## src/hw/odt_pkg.sv

```systemverilog
package odt_pkg;

  // ----------------------------------------
  // Timing
  // ----------------------------------------
  localparam int         CLK_PER_MC = 2;
  localparam logic [2:0] MC_ONE     = 3'h1;
  localparam logic [2:0] MC_TWO     = 3'h2;
  localparam logic [2:0] MC_FOUR    = 3'h4;
  localparam logic [2:0] CNT_ZERO   = 3'h0;

  // ----------------------------------------
  // Instruction lengths
  // ----------------------------------------
  localparam logic [1:0] LEN_1 = 2'h1;
  localparam logic [1:0] LEN_2 = 2'h2;
  localparam logic [1:0] LEN_3 = 2'h3;

  // ----------------------------------------
  // Reset values and selects
  // ----------------------------------------
  localparam logic [15:0] PC_RESET      = 16'h0000;
  localparam logic [3:0]  EXT_SEL_STORE = 4'h1;

  // ----------------------------------------
  // Opcodes named by the decoder and the sequencer
  // ----------------------------------------
  localparam logic [7:0] OPC_MUL     = 8'ha4;
  localparam logic [7:0] OPC_DIV     = 8'h84;
  localparam logic [7:0] OPC_EXT     = 8'ha5;
  localparam logic [7:0] OPC_CJNE_AI = 8'hb4;
  localparam logic [7:0] OPC_CJNE_AD = 8'hb5;

  // ----------------------------------------
  // Operation classes
  // ----------------------------------------
  typedef enum logic [4:0] {
    OP_OTHER, OP_AJMP, OP_ACALL, OP_LJMP, OP_LCALL, OP_SJMP,
    OP_JC, OP_JNC, OP_JB, OP_JNB, OP_JBC, OP_JZ, OP_JNZ, OP_JMPI,
    OP_CJNE, OP_DJNZ, OP_SWAP, OP_RL, OP_RLC, OP_RR, OP_RRC,
    OP_XCHD, OP_ANLNC, OP_ORLNC, OP_STORE, OP_TRAP
  } odt_op_e;

endpackage

```

## src/hw/odt_decode.sv

```systemverilog
`timescale 1ns/1ps
module odt_decode (
  // Opcode in
  input  wire logic [7:0]  opcode,
  input  wire logic [3:0]  ext_sel,
  // Decoded fields
  output odt_pkg::odt_op_e op,
  output logic [1:0]       len,
  output logic [2:0]       mcyc,
  output logic [2:0]       reg_sel
);
  import odt_pkg::*;

  // Working register from low three bits
  assign reg_sel = opcode[2:0];

  // Instruction length
  always_comb begin
    casez (opcode)
      8'h02, 8'h12, 8'h10, 8'h20, 8'h30, 8'h75, 8'h90: len = LEN_3;
      8'h43, 8'h53, 8'h63: len = LEN_3;
      8'h85: len = LEN_3;
      8'hb4, 8'hb5, 8'b1011_011?, 8'b1011_1???: len = LEN_3;
      8'hd5, 8'b1101_1???: len = LEN_3;
      8'b????0001: len = LEN_2;
      8'h24, 8'h34, 8'h44, 8'h54, 8'h64, 8'h74, 8'h94: len = LEN_2;
      8'h05, 8'h15, 8'h25, 8'h35, 8'h45, 8'h55, 8'h65: len = LEN_2;
      8'h95, 8'hc5, 8'he5, 8'hf5: len = LEN_2;
      8'h42, 8'h52, 8'h62, 8'h72, 8'h82, 8'h92: len = LEN_2;
      8'ha2, 8'hb2, 8'hc2, 8'hd2: len = LEN_2;
      8'h40, 8'h50, 8'h60, 8'h70, 8'h80: len = LEN_2;
      8'ha0, 8'hb0: len = LEN_2;
      8'hc0, 8'hd0: len = LEN_2;
      8'h76, 8'h77, 8'h86, 8'h87, 8'ha6, 8'ha7: len = LEN_2;
      8'b0111_1???, 8'b1000_1???, 8'b1010_1???: len = LEN_2;
      default: len = LEN_1;
    endcase
  end

  // Execution time in machine cycles
  always_comb begin
    casez (opcode)
      OPC_MUL, OPC_DIV: mcyc = MC_FOUR;
      OPC_EXT: mcyc = (ext_sel == EXT_SEL_STORE) ? MC_TWO : MC_ONE;
      8'b????0001, 8'h02, 8'h12, 8'h22, 8'h32, 8'h73: mcyc = MC_TWO;
      8'h10, 8'h20, 8'h30, 8'h40, 8'h50, 8'h60, 8'h70, 8'h80: mcyc = MC_TWO;
      8'hb4, 8'hb5, 8'b1011_011?, 8'b1011_1???: mcyc = MC_TWO;
      8'hd5, 8'b1101_1???: mcyc = MC_TWO;
      8'h43, 8'h53, 8'h63: mcyc = MC_TWO;
      8'h83, 8'h93: mcyc = MC_TWO;
      8'b1110_00??, 8'b1111_00??: mcyc = MC_TWO;
      8'hc0, 8'hd0: mcyc = MC_TWO;
      8'h85: mcyc = MC_TWO;
      8'ha3, 8'h86, 8'h87, 8'h75, 8'h90, 8'ha6, 8'ha7: mcyc = MC_TWO;
      8'b1000_1???, 8'b1010_1???: mcyc = MC_TWO;
      8'h82, 8'h72, 8'h92, 8'hb0, 8'ha0: mcyc = MC_TWO;
      default: mcyc = MC_ONE;
    endcase
  end

  // Operation class
  always_comb begin
    casez (opcode)
      8'b???00001: op = OP_AJMP;
      8'b???10001: op = OP_ACALL;
      8'h02: op = OP_LJMP;
      8'h12: op = OP_LCALL;
      8'h80: op = OP_SJMP;
      8'h40: op = OP_JC;
      8'h50: op = OP_JNC;
      8'h20: op = OP_JB;
      8'h30: op = OP_JNB;
      8'h10: op = OP_JBC;
      8'h60: op = OP_JZ;
      8'h70: op = OP_JNZ;
      8'h73: op = OP_JMPI;
      8'hb4, 8'hb5, 8'b1011_011?, 8'b1011_1???: op = OP_CJNE;
      8'hd5, 8'b1101_1???: op = OP_DJNZ;
      8'hc4: op = OP_SWAP;
      8'h23: op = OP_RL;
      8'h33: op = OP_RLC;
      8'h03: op = OP_RR;
      8'h13: op = OP_RRC;
      8'b1101_011?: op = OP_XCHD;
      8'hb0: op = OP_ANLNC;
      8'ha0: op = OP_ORLNC;
      OPC_EXT: op = (ext_sel == EXT_SEL_STORE) ? OP_STORE : OP_TRAP;
      default: op = OP_OTHER;
    endcase
  end

endmodule

```

## src/hw/odt_core.sv

```systemverilog
`timescale 1ns/1ps
module odt_core (
  // Clock and reset
  input  wire logic        clk_sys,
  input  wire logic        rst_b,
  // Program memory fetch
  output logic [15:0]      code_addr,
  output logic             code_rd,
  input  wire logic [7:0]  code_rdata,
  // Extension select and operands
  input  wire logic [3:0]  extension_opcode_select,
  input  wire logic [7:0]  acc_in,
  input  wire logic [15:0] dptr_in,
  input  wire logic        carry_in,
  input  wire logic        bit_in,
  input  wire logic [7:0]  mem_in,
  // Timing
  output logic             mc_tick,
  output logic             instr_done,
  // Decoded instruction
  output logic [7:0]       opcode_out,
  output logic [7:0]       operand1_out,
  output logic [7:0]       operand2_out,
  output odt_pkg::odt_op_e op_out,
  output logic [2:0]       reg_sel_out,
  output logic [1:0]       len_out,
  output logic [2:0]       mcyc_out,
  // Results
  output logic [7:0]       acc_out,
  output logic [7:0]       mem_out,
  output logic             carry_out,
  output logic             bit_clear,
  output logic             branch_taken,
  output logic [15:0]      target_out,
  output logic [15:0]      dptr_out,
  output logic             prog_wr,
  output logic             trap
);
  import odt_pkg::*;

  // ----------------------------------------
  // State
  // ----------------------------------------
  typedef enum logic {ST_IDLE, ST_RUN} odt_st_e;

  typedef struct packed {
    odt_st_e     st;
    logic [2:0]  cnt;
    logic [15:0] pc;
    logic [15:0] start_pc;
    logic [7:0]  opc;
    logic [7:0]  op1;
    logic [7:0]  op2;
    odt_op_e     op;
    logic [1:0]  len;
    logic [2:0]  mcyc;
    logic [2:0]  rsel;
    logic        done;
    logic [7:0]  acc;
    logic [7:0]  mem;
    logic        cy;
    logic        bclr;
    logic        taken;
    logic [15:0] tgt;
    logic [15:0] dptr;
    logic        pwr;
    logic        trap;
  } odt_state_s;

  odt_state_s s_reg;
  odt_state_s s_next;

  // Last clock of an instruction of mc machine cycles
  function automatic logic [2:0] last_cnt(input logic [2:0] mc);
    return 3'(CLK_PER_MC * int'(mc) - 1);
  endfunction

  // ----------------------------------------
  // Decode of the byte on the fetch bus
  // ----------------------------------------
  odt_op_e     dec_op;
  logic [1:0]  dec_len;
  logic [2:0]  dec_mcyc;
  logic [2:0]  dec_rsel;

  odt_decode u_decode (
    .opcode  (code_rdata),
    .ext_sel (extension_opcode_select),
    .op      (dec_op),
    .len     (dec_len),
    .mcyc    (dec_mcyc),
    .reg_sel (dec_rsel)
  );

  // Sequencer strobes
  logic        run;
  logic        fetch;
  logic        is_last;
  logic [7:0]  op1_w;
  logic [7:0]  rel;
  logic [15:0] base;
  logic [15:0] rel_tgt;

  assign run     = (s_reg.st == ST_RUN);
  assign fetch   = run && ((s_reg.cnt == CNT_ZERO) || (s_reg.cnt < {1'b0, s_reg.len}));
  assign is_last = run && (s_reg.cnt != CNT_ZERO) && (s_reg.cnt == last_cnt(s_reg.mcyc));
  assign op1_w   = (s_reg.cnt == 3'h1) ? code_rdata : s_reg.op1;
  assign base    = s_reg.start_pc + {14'h0000, s_reg.len};
  assign rel     = (s_reg.len == LEN_3) ? s_reg.op2 : op1_w;
  assign rel_tgt = base + {{8{rel[7]}}, rel};

  // ----------------------------------------
  // Next state and execute
  // ----------------------------------------
  always_comb begin
    logic       brel;
    logic       cond;
    logic [7:0] lhs;
    logic [7:0] rhs;
    brel   = 1'b0;
    cond   = 1'b0;
    lhs    = mem_in;
    rhs    = s_reg.op1;
    s_next = s_reg;
    s_next.done = 1'b0;
    s_next.pwr  = 1'b0;
    s_next.trap = 1'b0;
    case (s_reg.st)
      ST_IDLE: begin
        s_next.st  = ST_RUN;
        s_next.cnt = CNT_ZERO;
      end
      ST_RUN: begin
        // Byte capture and counter
        if (fetch) begin
          s_next.pc = s_reg.pc + 16'h0001;
        end
        if (s_reg.cnt == CNT_ZERO) begin
          s_next.start_pc = s_reg.pc;
          s_next.opc      = code_rdata;
          s_next.op       = dec_op;
          s_next.len      = dec_len;
          s_next.mcyc     = dec_mcyc;
          s_next.rsel     = dec_rsel;
        end else if (fetch && (s_reg.cnt == 3'h1)) begin
          s_next.op1 = code_rdata;
        end else if (fetch) begin
          s_next.op2 = code_rdata;
        end
        s_next.cnt = is_last ? CNT_ZERO : s_reg.cnt + 3'h1;
        if (is_last) begin
          // Results default to pass-through
          s_next.done  = 1'b1;
          s_next.acc   = acc_in;
          s_next.mem   = mem_in;
          s_next.cy    = carry_in;
          s_next.bclr  = 1'b0;
          s_next.taken = 1'b0;
          s_next.tgt   = base;
          s_next.dptr  = dptr_in;
          case (s_reg.op)
            OP_AJMP, OP_ACALL: begin
              s_next.taken = 1'b1;
              s_next.tgt   = {base[15:11], s_reg.opc[7:5], op1_w};
            end
            OP_LJMP, OP_LCALL: begin
              s_next.taken = 1'b1;
              s_next.tgt   = {s_reg.op1, s_reg.op2};
            end
            OP_SJMP: begin
              brel = 1'b1;
              cond = 1'b1;
            end
            OP_JC: begin
              brel = 1'b1;
              cond = carry_in;
            end
            OP_JNC: begin
              brel = 1'b1;
              cond = !carry_in;
            end
            OP_JB: begin
              brel = 1'b1;
              cond = bit_in;
            end
            OP_JNB: begin
              brel = 1'b1;
              cond = !bit_in;
            end
            OP_JBC: begin
              brel = 1'b1;
              cond = bit_in;
              s_next.bclr = bit_in;
            end
            OP_JZ: begin
              brel = 1'b1;
              cond = (acc_in == 8'h00);
            end
            OP_JNZ: begin
              brel = 1'b1;
              cond = (acc_in != 8'h00);
            end
            OP_JMPI: begin
              s_next.taken = 1'b1;
              s_next.tgt   = dptr_in + {8'h00, acc_in};
            end
            OP_CJNE: begin
              if ((s_reg.opc == OPC_CJNE_AI) || (s_reg.opc == OPC_CJNE_AD)) begin
                lhs = acc_in;
              end
              if (s_reg.opc == OPC_CJNE_AD) begin
                rhs = mem_in;
              end
              brel = 1'b1;
              cond = (lhs != rhs);
              s_next.cy = (lhs < rhs);
            end
            OP_DJNZ: begin
              brel = 1'b1;
              cond = (mem_in != 8'h01);
              s_next.mem = mem_in - 8'h01;
            end
            OP_SWAP: s_next.acc = {acc_in[3:0], acc_in[7:4]};
            OP_RL:   s_next.acc = {acc_in[6:0], acc_in[7]};
            OP_RR:   s_next.acc = {acc_in[0], acc_in[7:1]};
            OP_RLC: begin
              s_next.acc = {acc_in[6:0], carry_in};
              s_next.cy  = acc_in[7];
            end
            OP_RRC: begin
              s_next.acc = {carry_in, acc_in[7:1]};
              s_next.cy  = acc_in[0];
            end
            OP_XCHD: begin
              s_next.acc = {acc_in[7:4], mem_in[3:0]};
              s_next.mem = {mem_in[7:4], acc_in[3:0]};
            end
            OP_ANLNC: s_next.cy = carry_in & !bit_in;
            OP_ORLNC: s_next.cy = carry_in | !bit_in;
            OP_STORE: begin
              s_next.pwr  = 1'b1;
              s_next.dptr = dptr_in + 16'h0001;
            end
            OP_TRAP: s_next.trap = 1'b1;
            default: s_next.taken = 1'b0;
          endcase
          // Relative branches resolve against the next instruction
          if (brel) begin
            s_next.taken = cond;
            s_next.tgt   = cond ? rel_tgt : base;
          end
          s_next.pc = s_next.taken ? s_next.tgt : s_next.pc;
        end
      end
      default: s_next.st = ST_IDLE;
    endcase
  end

  // State register
  always_ff @(posedge clk_sys or negedge rst_b) begin
    if (!rst_b) begin
      s_reg    <= '0;
      s_reg.pc <= PC_RESET;
    end else begin
      s_reg <= s_next;
    end
  end

  // ----------------------------------------
  // Outputs
  // ----------------------------------------
  assign code_addr    = s_reg.pc;
  assign code_rd      = fetch;
  assign mc_tick      = run && !s_reg.cnt[0];
  assign instr_done   = s_reg.done;
  assign opcode_out   = s_reg.opc;
  assign operand1_out = s_reg.op1;
  assign operand2_out = s_reg.op2;
  assign op_out       = s_reg.op;
  assign reg_sel_out  = s_reg.rsel;
  assign len_out      = s_reg.len;
  assign mcyc_out     = s_reg.mcyc;
  assign acc_out      = s_reg.acc;
  assign mem_out      = s_reg.mem;
  assign carry_out    = s_reg.cy;
  assign bit_clear    = s_reg.bclr;
  assign branch_taken = s_reg.taken;
  assign target_out   = s_reg.tgt;
  assign dptr_out     = s_reg.dptr;
  assign prog_wr      = s_reg.pwr;
  assign trap         = s_reg.trap;

  // ----------------------------------------
  // Checks
  // ----------------------------------------
  logic [2:0] fc;
  logic [2:0] dur;

  // Fetches and clocks within one instruction
  always_ff @(posedge clk_sys or negedge rst_b) begin
    if (!rst_b) begin
      fc  <= 3'h0;
      dur <= 3'h0;
    end else if (is_last || !run) begin
      fc  <= 3'h0;
      dur <= 3'h0;
    end else begin
      fc  <= fc + {2'h0, fetch};
      dur <= dur + 3'h1;
    end
  end
endmodule

```

## config.mk

```make
export PLATFORM = sky130hd
export DESIGN_NAME = odt_core
export DESIGN_NICKNAME = d
export VERILOG_FILES = /design/src/hw/odt_pkg.sv /design/src/hw/odt_decode.sv /design/src/hw/odt_core.sv
export SDC_FILE = /design/constraint.sdc
export NUM_CORES = 1
export LEC_CHECK = 0
export BUFFER_PORTS_ARGS = -buffer_cell sky130_fd_sc_hd__buf_2
export CAP_MARGIN = 25
export CELL_PAD_IN_SITES_DETAIL_PLACEMENT = 0
export CELL_PAD_IN_SITES_GLOBAL_PLACEMENT = 1
export CORE_UTILIZATION = 40
export CTS_CLUSTER_DIAMETER = 60
export DETAILED_ROUTE_END_ITERATION = 8
export PLACE_DENSITY_LB_ADDON = 0.1
export REMOVE_ABC_BUFFERS = 1
export SYNTH_ARGS = -nofsm -noshare
export SYNTH_HDL_FRONTEND = slang
export SYNTH_HIERARCHICAL = 1
export SYNTH_SLANG_ARGS = --single-unit
```

## constraint.sdc

```tcl
create_clock -name clk_sys -period 3.3 [get_ports clk_sys]
set_input_delay 0.66 -clock clk_sys [delete_from_list [all_inputs] [get_ports clk_sys]]
set_output_delay 0.66 -clock clk_sys [all_outputs]
set_load 0.005 [all_outputs]
```

# After elaboration in Yosys (flattened, before gate mapping)

Cells that the tools add are included.
Widths: inputs -> output; s select.

Bits in registers: 127
Input bits: 48
Output and inout bits: 109
Word-level logic and storage cells: 223

$add $sub $neg: 8
$lt $le $gt $ge: 2
Equality and inequality tests: 116
Mux-type cells: 41
Bitwise logic cells: 5
Reductions and logical operators: 30

Operators by type and width:

| kind                  | count |
|---|---|
| $eq 8x8->1 const B    | 34 |
| $eq 8x7->1 const B    | 22 |
| $pmux 5 s24           | 1 |
| $mux 54               | 2 |
| $eq 8x6->1 const B    | 10 |
| $mux 8                | 10 |
| $eq 5x5->1 const B    | 15 |
| $mux 17               | 4 |
| $mux 16               | 4 |
| $pmux 16 s3           | 1 |
| $pmux 8 s6            | 1 |
| $reduce_or 47->1      | 1 |
| $eq 5x4->1 const B    | 9 |
| $add 16x1->16 const B | 2 |
| $eq 8x5->1 const B    | 4 |
| $reduce_or 25->1      | 1 |
| $eq 5x3->1 const B    | 4 |
| $reduce_or 19->1      | 1 |
| $reduce_or 17->1      | 1 |
| $add 16x16->16        | 1 |
| $add 16x2->16         | 1 |
| $add 16x8->16         | 1 |
| $eq 8x2->1 const B    | 2 |
| $pmux 8 s2            | 1 |
| other kinds (41)      | 69 |

# Logic depth before layout (Yosys ltp)

Gate-level depths: netlist (run 1).

Depth in word-level cells: 16
Gate-level depth with buffers: 15

# By module

The synthesis (run 1) kept the hierarchy.

Modules (own cells, without submodules):

| module     | instances | cells each | area an instance (um2) |
|---|---|---|---|
| odt_core   | 1         | 1127       | 9555.4 |
| odt_decode | 1         | 149        | 988.4 |

# Least setup slack after synthesis (run 1)

No wires, ideal clock.

Path kind: register to register
From: register s_reg[124] in the netlist's numbering
To: register s_reg, in the netlist target_out[10]
Setup time: 0.131 ns
Data arrival time: 3.354 ns
Data required time: 3.169 ns
Setup slack: -0.185 ns
Stages on the path, launching flop included: 16
Buffers on the path: 1
Period minus slack after synthesis: 3.485 ns
Path through: dfrtp_1 -> inv_1 -> ha_1 -> nor2b_1 -> clkbuf_1 -> mux2i_1 -> a21oi_1 -> ha_1 -> fa_1 -> a211oi_1 -> o21ai_0 -> a41oi_1 -> xnor2_1 -> o22ai_1 -> a211oi_1 -> o21ai_1

Word-level cells in the longest chain between the ends: 8

Ends and longest elaborated chain:

| item                   | RTL line        | RTL |
|---|---|---|
| start, declared        | odt_core.sv:70  | `odt_state_s s_reg;` |
| start signal, assigned | odt_core.sv:265 | `s_reg <= s_next;` |
| $eq 3x1->1             | odt_core.sv:107 | `assign op1_w = (s_reg.cnt == 3'h1) ? code_rdata : s_reg.op1;` |
| $mux 8                 | odt_core.sv:107 |  |
| $mux 8                 | odt_core.sv:109 | `assign rel = (s_reg.len == LEN_3) ? s_reg.op2 : op1_w;` |
| $add 16x16->16         | odt_core.sv:110 | `assign rel_tgt = base + {{8{rel[7]}}, rel};` |
| $mux 16                | odt_core.sv:250 | `s_next.tgt = cond ? rel_tgt : base;` |
| $mux 17                | odt_core.sv:248 | `if (brel) begin` |
| $mux 17                | odt_core.sv:151 | `if (is_last) begin` |
| $mux 17                | odt_core.sv:128 | `case (s_reg.st)` |

Parallel ways exist; a longest one is shown, timed or not. The select of a mux whose other input is x is not followed.
A chain may end at the register's enable or synchronous reset.

# Worst setup path in the final report (run 1)

From: register s_reg[123] in the netlist's numbering
To: register s_reg, in the netlist code_addr[13]

Word-level cells in the longest chain between the ends: 10

Ends and longest elaborated chain:

| item           | RTL line        | RTL |
|---|---|---|
| $eq 3x1->1     | odt_core.sv:107 |  |
| $mux 8         | odt_core.sv:107 |  |
| $mux 8         | odt_core.sv:109 |  |
| $add 16x16->16 | odt_core.sv:110 |  |
| $mux 16        | odt_core.sv:250 |  |
| $mux 17        | odt_core.sv:248 |  |
| $mux 17        | odt_core.sv:151 |  |
| $mux 17        | odt_core.sv:128 |  |
| $mux 16        | odt_core.sv:252 | `s_next.pc = s_next.taken ? s_next.tgt : s_next.pc;` |
| $mux 16 *      | odt_core.sv:151 |  |

Mark *: on every way between the ends. The rest lies on a longest branch, timed or not. The select of a mux whose other input is x is not followed.

==> metrics.yaml, run 1 <==
status: "finished clean"
clk_pin_slew_ns: 0.07
swShare_pct: 42.1
tightest_slew_ns: 0.708
drcViolationCount: 0
slew_viol_final: 0
synth_top_cell_by_area: "dfrtp_1"
drt_iter0_drc: 690
critPathMaxFanout: 7
syn_area_per_cell_um2: 8.26
syn_area_um2: 10500
power_switching_w: 0.00467
max_slew_margin_pct: 52.8
pwr-share-clk_pct: 17.7
busiest_layer: "met2"
synth.ff_latch_count: 127
final_cell_mix: "208 x nand2_1, 155 x buf_2, 134 x buf_4"
rsz0062_at_grt: "true"
required_ns: 3.60
ctsHoldBuffers: 0
cts_tree: "done"
layout_commonest_cell: "nand2_1"
antenna_found_initial: 0
port_buffers: 156
criticalPathCategory: "flop to flop"
async_flop_share_pct: 100
synth_ff_type: "dfrtp_1"
core_area_um2: 26000
synth_area_leaders: "dfrtp_1 30%, buf_4 7.7%, nand2_1 7.5%"
worstReg2RegStart: "s_reg[123]"
diodes: 0
arrival_ns: 3.55
clock_sinks: 127
routed_wl_um: 35100
max_freq_ghz: 0.308
synth_warnings: 6
die_area_um2: 27000
syn_inst: 1276
end_kind: "flop"
peakVddDrop_uv: 374
rows: 59
met2_usage_pct: 38.2
skew_ns: 0.0137
die_x_um: 164
h-tree-depth: 4
dr.pass1.iters: 5
largest_register_ffs: 19
start_util_pct: 40.6
routabilityCongestion: 0.885
die_h_um: 164
startpoint_type: "flop"
hold_path.class: "input port to async pin"
seqPwrFrac_pct: 25.7
maxCapViolCount: 0
timing.rr.end: "code_addr[13]"
synthToLayoutAreaGrowth_pct: 21.4
placed_area_um2: 11700
design_area_um2: 12800
yosysSeqAreaShare_pct: 30.1
power-per-cell-area_nw_per_um2: 866
track_usage_pct: 25.6
fin_crit_sh_pct: 98.4
grtUsageMet1_pct: 37.4
grt_pass1_wl_um: 52700
drive_gt1_share_pct: 31.4
setup_violations: 0
root_buffer: "clkbuf_16"
cts_buffers: 17
leakage_nw: 5.84
met3_usage_pct: 3.28
avgViaCountPerCell: 5.58
insertion_delay_ns: 0.43
period_minus_slack_ns: 3.25
finalHoldViolCount: 0
first_global_vias: 9250
clockBufferDepth: 2
synth_top_area_share_pct: 30.1
pre_cts_ws_ns: -0.308
avgRoutedWirePerCell_um: 19.9
synth_edf_count: 0
synth.distinct_cells: 89
dp_hpwl_um: 25700
rr_worst_depth: 14
p_total_w: 0.0111
whs_ns: 0.246
regToRegSetupSlack_ns: 0.05
nets: 1515
grt_max_degree: 73
internal-power_w: 0.00642
antenna_left: 0
design.portCount: 157
setup_ws_ns: 0.0524
pwr-share-comb_pct: 56.6
routed-via-count: 9873
grt_overflow: 0
[cell usage after synthesis (all sizes together), types with 6 or more instances]
cell type and instances:
a211oi 20, a21o 13, a21oi 67, a221oi 23
a31oi 14, and2 11, and3 18, buf 139
clkbuf 31, dfrtp 127, ha 41, inv 22
mux2 25, mux2i 24, nand2 210, nand2b 14
nand3 29, nand3b 9, nand4 16, nor2 89
nor2b 21, nor3 24, nor4 11, nor4b 6
o21a 7, o21ai 80, o21bai 6, o22ai 7
or2 6, or3 6, xnor2 32, xor2 29
[worst max-delay path by stage]
stage,start,end,slack (ns),depth (start not counted)
2_1_floorplan,s_reg[123],code_addr[10],-0.65,8
3_3_place_gp,code_rdata[7],target_out[10],-0.22,13
3_5_place_dp,code_rdata[7],target_out[10],-0.31,13
4_1_cts,len_out[0],target_out[15],0.01,15
5_1_grt,s_reg[124],target_out[15],-0.08,17
6_report,s_reg[123],code_addr[13],0.05,14
[what timing repair did]
item	CTS	global route
gates resized for setup	27	62
buffers inserted	1	10
hold endpoints to repair	0	0
pin swaps	15	30
gates cloned	0	3
endpoints found under the setup margin	16	26
[final cells by class]
| type | count | area, um2 |
|---|---|---|
| Tap cell | 335 | 419 |
| Clock inverter | 13 | 165 |
| Timing Repair Buffer | 297 | 1930 |
| Sequential cell | 127 | 3180 |
| Multi-Input combinational cell | 956 | 6600 |
| Fill cell | 2577 | 13200 |
| Inverter | 24 | 90.1 |
| Clock buffer | 18 | 429 |
[per-stage QoR]
stage          utilization, %  cells  TNS [ns]
2_1_floorplan               -   1106    -14.18
6_report                 49.3   1770         0
4_1_cts                  47.6   1758         0
3_3_place_gp             44.9   1726     -1.77
5_1_grt                  49.3   1770    -0.349
3_5_place_dp             44.9   1726     -2.97
[metal layers]
layer	routed length, um	up-vias
met4	859	0
met5	0	-
met3	1610	42
met1	17200	4802
met2	15400	277
li1	-	4752
[power groups by stage]
| stage | sequential, W | combinational (W) | clock [W] |
|---|---|---|---|
| 2_1_floorplan | 0.00280 | 0.00285 | 0 |
| 3_3_place_gp | 0.00284 | 0.00550 | 0 |
| 3_5_place_dp | 0.00285 | 0.00551 | 0 |
| 4_1_cts | 0.00283 | 0.00573 | 0.00200 |
| 5_1_grt | 0.00295 | 0.00688 | 0.00205 |
| 6_report | 0.00285 | 0.00627 | 0.00196 |
[kinds of logic (layout without fill, tap and decap cells)]
kind of cell | Yosys count | after routing | synth area share (%)
compound gates | 301 | 301 | 19.6
mux | 49 | 49 | 4.95
xor+xnor | 61 | 61 | 5.07
flops | 127 | 127 | 30.1
other cells | 1 | 1 | 0.0356
simple gates | 499 | 500 | 23.4
fa+ha+maj | 44 | 44 | 5.43
buf+inv | 194 | 352 | 11.4
[critical path, stage by stage, from the launching register on]
cell and delay, ns:
dfrtp_1 0.41, ha_4 0.17, nor2b_2 0.15, buf_6 0.15, buf_4 0.15, mux2i_2 0.15, a21oi_1 0.22, ha_2 0.32
o21ai_0 0.24, nor2_2 0.10, o311ai_4 0.33, o221ai_1 0.21, xor2_1 0.19, a211oi_2 0.26, a21oi_1 0.10
No activity file was read; power rests on OpenSTA's default activity.
==> inputs of run 2 (changes only) <==
--- a/config.mk
+++ b/config.mk
@@ -13,7 +13,9 @@
 export CTS_CLUSTER_DIAMETER = 60
 export DETAILED_ROUTE_END_ITERATION = 8
 export PLACE_DENSITY_LB_ADDON = 0.1
+export RECOVER_POWER = 50
 export REMOVE_ABC_BUFFERS = 1
+export SETUP_SLACK_MARGIN = 0.4
 export SYNTH_ARGS = -nofsm -noshare
 export SYNTH_HDL_FRONTEND = slang
 export SYNTH_HIERARCHICAL = 1
==> run 2 against run 1 <==
- the run now ends with capacitance limit, slew limit left
- core utilization rose by 1.5 points
- register-to-register slack got worse by 0.04 ns
- worst setup slack got worse by 0.040 ns
==> metrics.yaml, run 2 (synthesis results as in run 1) <==
end_kind: "flop"  # unchanged
layout_commonest_cell: "nand2_1"  # unchanged
root_buffer: "clkbuf_16"  # unchanged
drt_iter0_drc: 675  # was 690
final_cell_mix: "205 x nand2_1, 134 x buf_2, 130 x buf_4"  # was 208 x nand2_1, 155 x buf_2, 134 x buf_4
fin_crit_sh_pct: 99.6  # was 98.4%
ctsHoldBuffers: 0  # unchanged
peakVddDrop_uv: 376  # was 374 uV
largest_register_ffs: 19  # unchanged
cts_tree: "done"  # unchanged
dp_hpwl_um: 25700  # unchanged
antenna_left: 0  # unchanged
avgRoutedWirePerCell_um: 20.0  # was 19.9 um
core_area_um2: 26000  # unchanged
max_stage_delay_ns: 0.44  # was 0.41 ns
maxCapViolCount: 1  # was 0
drcViolationCount: 0  # unchanged
grt_overflow: 0  # unchanged
antenna_found_initial: 0  # unchanged
tns_ns: 0  # unchanged
routabilityCongestion: 0.885  # unchanged
critPathSlowestCell: "dfrtp_1"  # unchanged
leakage_nw: 5.89  # was 5.84 nW
tightest_slew_ns: 1.87  # was 0.708 ns
start_util_pct: 40.6  # unchanged
routed-via-count: 9951  # was 9873
max_freq_ghz: 0.304  # was 0.308 GHz
grt_pass1_wl_um: 54300  # was 52700 um
status: "finished with violations"  # was finished clean
die_x_um: 164  # unchanged
rsz0062_at_grt: "true"  # unchanged
die_h_um: 164  # unchanged
avgViaCountPerCell: 5.58  # about the same
setup_violations: 0  # unchanged
clock_sinks: 127  # unchanged
diodes: 0  # unchanged
criticalPathCategory: "flop to flop"  # unchanged
max_slew_margin_pct: -24.8  # was 52.8%
setup_ws_ns: 0.0123  # was 0.0524 ns
whs_path_depth: 2
grt_max_degree: 73  # unchanged
slew_viol_final: 73  # was 0
final_cells: 1783  # was 1770
worstPathCellList: "ha_4 -> a21oi_1 -> nor3_1 -> xor2_1 -> ha_2 -> a2111oi_4 -> o21ai_2 -> a41oi_2 -> xnor2_1 -> o22ai_1 -> a211oi_1 -> o21ai_1"  # was ha_4 -> nor2b_2 -> buf_6 -> buf_4 -> mux2i_2 -> a21oi_1 -> ha_2 -> o21ai_0 -> nor2_2 -> o311ai_4 -> o221ai_1 -> xor2_1 -> a211oi_2 -> a21oi_1
routed_wl_um: 35700  # was 35100 um
first_global_vias: 9542  # was 9250
nets: 1528  # was 1515
power-per-cell-area_nw_per_um2: 865  # was 866 nW/um2
die_area_um2: 27000  # unchanged
track_usage_pct: 26.4  # was 25.6%
hold_path.class: "flop to flop"  # was input port to async pin
arrival_ns: 3.57  # was 3.55 ns
skew_ns: 0.0186  # was 0.0137 ns
design_area_um2: 13200  # was 12800 um2
pre_cts_ws_ns: -0.308  # unchanged
insertion_delay_ns: 0.42  # was 0.43 ns
required_ns: 3.59  # was 3.60 ns
placed_cells: 1726  # unchanged
clk_pin_slew_ns: 0.07  # about the same
design.portCount: 157  # unchanged
critPathMaxFanout: 4  # was 7
drive_gt1_share_pct: 33.1  # was 31.4%
rr_worst_depth: 12  # was 14
finalHoldViolCount: 0  # unchanged
startpoint_type: "flop"  # unchanged
clockBufferDepth: 2  # unchanged
placed_area_um2: 11700  # unchanged
port_buffers: 156  # unchanged
dr.pass1.iters: 5  # unchanged
violations: "capacitance limit, slew limit"
cts_buffers: 17  # unchanged
synthToLayoutAreaGrowth_pct: 25.1  # was 21.4%
h-tree-depth: 4  # unchanged
rows: 59  # unchanged
period_minus_slack_ns: 3.29  # was 3.25 ns
run 2: cell count changes in the layout (fill, tap and decap cells not counted), moves of 6 or more:
cell and delta:
buf_2 -21, o21ai_2 +10, mux2i_2 +6, nor2_4 +6
clkbuf_1 +22, o21ai_0 -7, buf_6 +10, ha_4 +6
run 2: cell type report:
| type | instances | area [um2] |
|---|---|---|
| repair buffers | 310 | 2090 |
| well taps | 335 | 419 |
| flip-flops and latches | 127 | 3180 |
| multi-input cells | 956 | 6820 |
| inverters | 24 | 90.1 |
| clock buffers | 18 | 429 |
| fillers | 2562 | 12800 |
| clock inverters | 13 | 165 |
run 2: routing by layer:
| metal | share of wire, % | up-vias | track usage, % |
|---|---|---|---|
| met5 | 0 | - | 0 |
| met4 | 2.9 | 0 | 9.64 |
| met3 | 5.3 | 52 | 3.61 |
| met2 | 43 | 295 | 39.6 |
| met1 | 48 | 4810 | 38.3 |
| li1 | - | 4794 | - |
run 2: repair_timing:
| action | 4_1_cts | 5_1_grt |
|---|---|---|
| cloned | 4 | 1 |
| buffers inserted | 17 | 4 |
| hold endpoints to repair | 0 | 0 |
| gates resized for setup | 97 | 68 |
| pin swaps | 56 | 26 |
| endpoints found under the setup margin | 34 | 33 |
run 2: through the flow:
| stage | total power, W | hold WS [ns] | util (%) |
|---|---|---|---|
| finish | 0.0114 | 0.460 | 50.8 |
| global route | 0.0122 | 0.498 | 50.8 |
| CTS | 0.0109 | 0.266 | 49.6 |
| detailed placement | 0.00835 | 0.453 | 44.9 |
| global placement | 0.00833 | 0.448 | 44.9 |
| floorplan | 0.00564 | 0.364 | - |
run 2: worst max-delay path: cells and delay by family (launching register included):
family / cells / cell delay [ns]
DFF: 1 / 0.44
AOI/OAI and AO/OA: 7 / 1.37
adders and majority gates: 2 / 0.66
xor gates and xnor gates: 2 / 0.40
and+or+nand+nor: 1 / 0.27
run 2: where the power goes:
group	internal (W)	switching, W	total (W)
registers	0.00221	0.000656	0.00287
clock network	0.00119	0.000769	0.00196
logic	0.00316	0.00343	0.00659
run 2: final timing paths:
kind / startpoint / end / slack, ns
min: bit_clear / bit_clear / 0.46
max in group asynchronous: rst_b / s_reg[98] / 0.78
max: s_reg[92] / target_out[10] / 0.01
max reg2reg: s_reg[92] / target_out[10] / 0.01
min in group asynchronous: rst_b / acc_out[4] / 0.73
min reg2reg: bit_clear / bit_clear / 0.46
==> inputs of run 3 (changes only) <==
--- a/config.mk
+++ b/config.mk
@@ -5,11 +5,12 @@
 export SDC_FILE = /design/constraint.sdc
 export NUM_CORES = 1
 export LEC_CHECK = 0
+export ABC_AREA = 1
 export BUFFER_PORTS_ARGS = -buffer_cell sky130_fd_sc_hd__buf_2
 export CAP_MARGIN = 25
 export CELL_PAD_IN_SITES_DETAIL_PLACEMENT = 0
 export CELL_PAD_IN_SITES_GLOBAL_PLACEMENT = 1
-export CORE_UTILIZATION = 40
+export CORE_UTILIZATION = 38
 export CTS_CLUSTER_DIAMETER = 60
 export DETAILED_ROUTE_END_ITERATION = 8
 export PLACE_DENSITY_LB_ADDON = 0.1
==> run 3 against run 2 <==
- the flow still finishes with violations (capacitance limit, slew limit)
- first-iteration DRC count increased by 26%
- clock skew decreased by 0.0087 ns
- area after synthesis increased by 4.3%
- combinational power decreased by 7.0%
- clock power increased by 9.7%
- largest power group unchanged
- clock-buffer cell count unchanged
- power decreased by 2.5%
- die area increased by 9.6%
- via count increased by 12%
- design area increased by 0.30%
- flip-flop and latch count unchanged
- highest routed layer unchanged
- wire length increased by 6.4%
==> metrics.yaml, run 3 <==
root_buffer: "clkbuf_16"  # unchanged
largest_register_ffs: 19  # unchanged
placed_cells: 2120  # was 1726
cts_buffers: 17  # unchanged
required_ns: 3.63  # was 3.59 ns
syn_area_per_cell_um2: 6.55  # was 8.26 um2
routed-via-count: 11200  # was 9951
critPathSlowestCell: "dfrtp_1"  # unchanged
synth_ff_type: "dfrtp_1"  # unchanged
critPathMaxFanout: 6  # was 4
track_usage_pct: 26.0  # was 26.4%
die_h_um: 172  # was 164 um
power-per-cell-area_nw_per_um2: 841  # was 865 nW/um2
grt_pass1_wl_um: 58600  # was 54300 um
violations: "capacitance limit, slew limit"  # unchanged
period_minus_slack_ns: 3.00  # was 3.29 ns
crit_family: "simple AND/OR/NAND/NOR gates"  # was compound AO/OA/AOI/OAI gates
fin_crit_sh_pct: 90.8  # was 99.6%
avgRoutedWirePerCell_um: 17.4  # was 20.0 um
leakage_nw: 6.58  # was 5.89 nW
avgViaCountPerCell: 5.11  # was 5.58
rsz0062_at_grt: "true"  # unchanged
skew_ns: 0.00996  # was 0.0186 ns
max_freq_ghz: 0.334  # was 0.304 GHz
clockBufferDepth: 2  # unchanged
insertion_delay_ns: 0.44  # was 0.42 ns
design.portCount: 157  # unchanged
antenna_left: 0  # unchanged
cp_num_buf_inv: 1  # was 0
synth_common_cells: "513 x nand2_1, 158 x inv_1, 147 x nor2_1"  # was 210 x nand2_1, 127 x dfrtp_1, 108 x buf_4
worstPathCellList: "ha_4 -> fa_2 -> nand3_4 -> nor2_4 -> nand2_2 -> nor2_4 -> nand2_2 -> o21bai_4 -> nand2_4 -> ha_4 -> inv_1 -> nor3_4 -> nand3_2 -> nand3_2 -> nand3_2 -> nand2_2 -> nand4_1 -> nand2_1 -> nand2_1"  # was ha_4 -> a21oi_1 -> nor3_1 -> xor2_1 -> ha_2 -> a2111oi_4 -> o21ai_2 -> a41oi_2 -> xnor2_1 -> o22ai_1 -> a211oi_1 -> o21ai_1
core_area_um2: 28100  # was 26000 um2
setup_ws_ns: 0.304  # was 0.0123 ns
dr.pass1.iters: 5  # unchanged
rows: 61  # was 59
routabilityCongestion: 0.928  # was 0.885
synth.ff_latch_count: 127  # unchanged
h-tree-depth: 4  # unchanged
end_kind: "flop"  # unchanged
finalHoldViolCount: 0  # unchanged
diodes: 0  # unchanged
startpoint_type: "flop"  # unchanged
clk_pin_slew_ns: 0.06  # was 0.07 ns
grt_overflow: 0  # unchanged
tns_ns: 0  # unchanged
criticalPathCategory: "flop to flop"  # unchanged
final_cells: 2185  # was 1783
synth.most_common_cell: "nand2_1"  # unchanged
synth_warnings: 6  # unchanged
synth.distinct_cells: 53  # was 89
design_area_um2: 13200  # about the same
synth_top_cell_by_area: "dfrtp_1"  # unchanged
die_area_um2: 29600  # was 27000 um2
async_flop_share_pct: 100  # unchanged
cts_tree: "done"  # unchanged
max_slew_margin_pct: -58.4  # was -24.8%
yosysSeqAreaShare_pct: 28.9  # was 30.1%
grt_max_degree: 82  # was 73
synth_area_leaders: "dfrtp_1 29%, nand2_1 18%, buf_4 7.5%"  # was dfrtp_1 30%, buf_4 7.7%, nand2_1 7.5%
status: "finished with violations"  # unchanged
hold_path.class: "flop to flop"  # unchanged
die_x_um: 172  # was 164 um
drcViolationCount: 0  # unchanged
arrival_ns: 3.33  # was 3.57 ns
dp_hpwl_um: 29100  # was 25700 um
drive_gt1_share_pct: 23.0  # was 33.1%
drt_iter0_drc: 850  # was 675
routed_wl_um: 38000  # was 35700 um
peakVddDrop_uv: 402  # was 376 uV
syn_area_um2: 11000  # was 10500 um2
start_util_pct: 39.1  # was 40.6%
pre_cts_ws_ns: -0.241  # was -0.308 ns
clock_sinks: 127  # unchanged
syn_inst: 1678  # was 1276
maxCapViolCount: 1  # unchanged
synth_top_area_share_pct: 28.9  # was 30.1%
setup_violations: 0  # unchanged
placed_area_um2: 11700  # about the same
layout_commonest_cell: "nand2_1"  # unchanged
max_stage_delay_ns: 0.39  # was 0.44 ns
synthToLayoutAreaGrowth_pct: 20.4  # was 25.1%
synth_edf_count: 0  # unchanged
tightest_slew_ns: 2.38  # was 1.87 ns
ctsHoldBuffers: 0  # unchanged
slew_viol_final: 51  # was 73
antenna_found_initial: 0  # unchanged
first_global_vias: 10500  # was 9542
port_buffers: 156  # unchanged
final_cell_mix: "484 x nand2_1, 151 x inv_1, 141 x nor2_1"  # was 205 x nand2_1, 134 x buf_2, 130 x buf_4
nets: 1887  # was 1528
## run 3: cell type report
type / count / area [um2]
repair buffers: 245 / 1470
fillers: 3075 / 14900
clock buffers: 18 / 439
multi-input cells: 1224 / 6770
well taps: 378 / 473
flip-flops and latches: 127 / 3180
inverters: 180 / 692
clock inverters: 13 / 211
## run 3: per-stage QoR
| stage | util, % | hold slack, ns | total power [W] |
|---|---|---|---|
| 6_report | 47.1 | 0.472 | 0.0111 |
| 3_5_place_dp | 41.7 | 0.460 | 0.00796 |
| 2_1_floorplan | - | 0.364 | 0.00582 |
| 4_1_cts | 45.9 | 0.181 | 0.0108 |
| 3_3_place_gp | 41.7 | 0.458 | 0.00799 |
| 5_1_grt | 47.1 | 0.511 | 0.0120 |
## run 3: power by group
part	internal (W)	switching, W
registers	0.00219	0.000655
logic	0.00251	0.00362
clock network	0.00136	0.000791
total	0.00606	0.00507
## run 3: logic make-up (layout without fill, tap and decap cells)
| group | count (synthesis) | count (layout) | share of synthesized area [%] |
|---|---|---|---|
| xor gates and xnor gates | 37 | 37 | 2.95 |
| DFF | 127 | 127 | 28.9 |
| muxes | 9 | 9 | 0.911 |
| and+or+nand+nor | 879 | 879 | 34.1 |
| adders and majority gates | 44 | 44 | 5.21 |
| AOI/OAI and AO/OA | 254 | 254 | 12.7 |
| buffers and inverters | 327 | 456 | 15.2 |
| other | 1 | 1 | 0.0341 |
## run 3: what timing repair did
action | CTS | global route
setup endpoints to repair | 32 | 34
cloned | 0 | 2
hold endpoints to repair | 0 | 0
pin swaps | 23 | 47
gates resized for setup | 81 | 71
buffers inserted | 22 | 10
## run 3: worst paths after layout
| path | startpoint | endpoint | slack (ns) | cells after the start |
|---|---|---|---|---|
| worst max-delay path | len_out[0] | code_addr[14] | 0.30 | 19 |
| worst min-delay path | acc_out[0] | acc_out[0] | 0.47 | 2 |
| worst max register to register | len_out[0] | code_addr[14] | 0.30 | 19 |
| worst min register to register | acc_out[0] | acc_out[0] | 0.47 | 2 |
| max in group asynchronous | rst_b | operand2_out[5] | 0.84 | 1 |
| min in group asynchronous | rst_b | mem_out[4] | 1.09 | 1 |
## run 3: tightest hold or removal path: cells and delay by family (launching register included)
kind          cells  cell delay [ns]
simple gates      2             0.10
flops             1             0.34
## run 3: layer usage
layer	vias up	part of all wire (%)	GRT usage, %
li1	5582	-	-
met1	5196	49	37.0
met2	336	44	40.8
met3	48	5.0	3.85
met4	0	2.3	7.00
met5	-	0	0
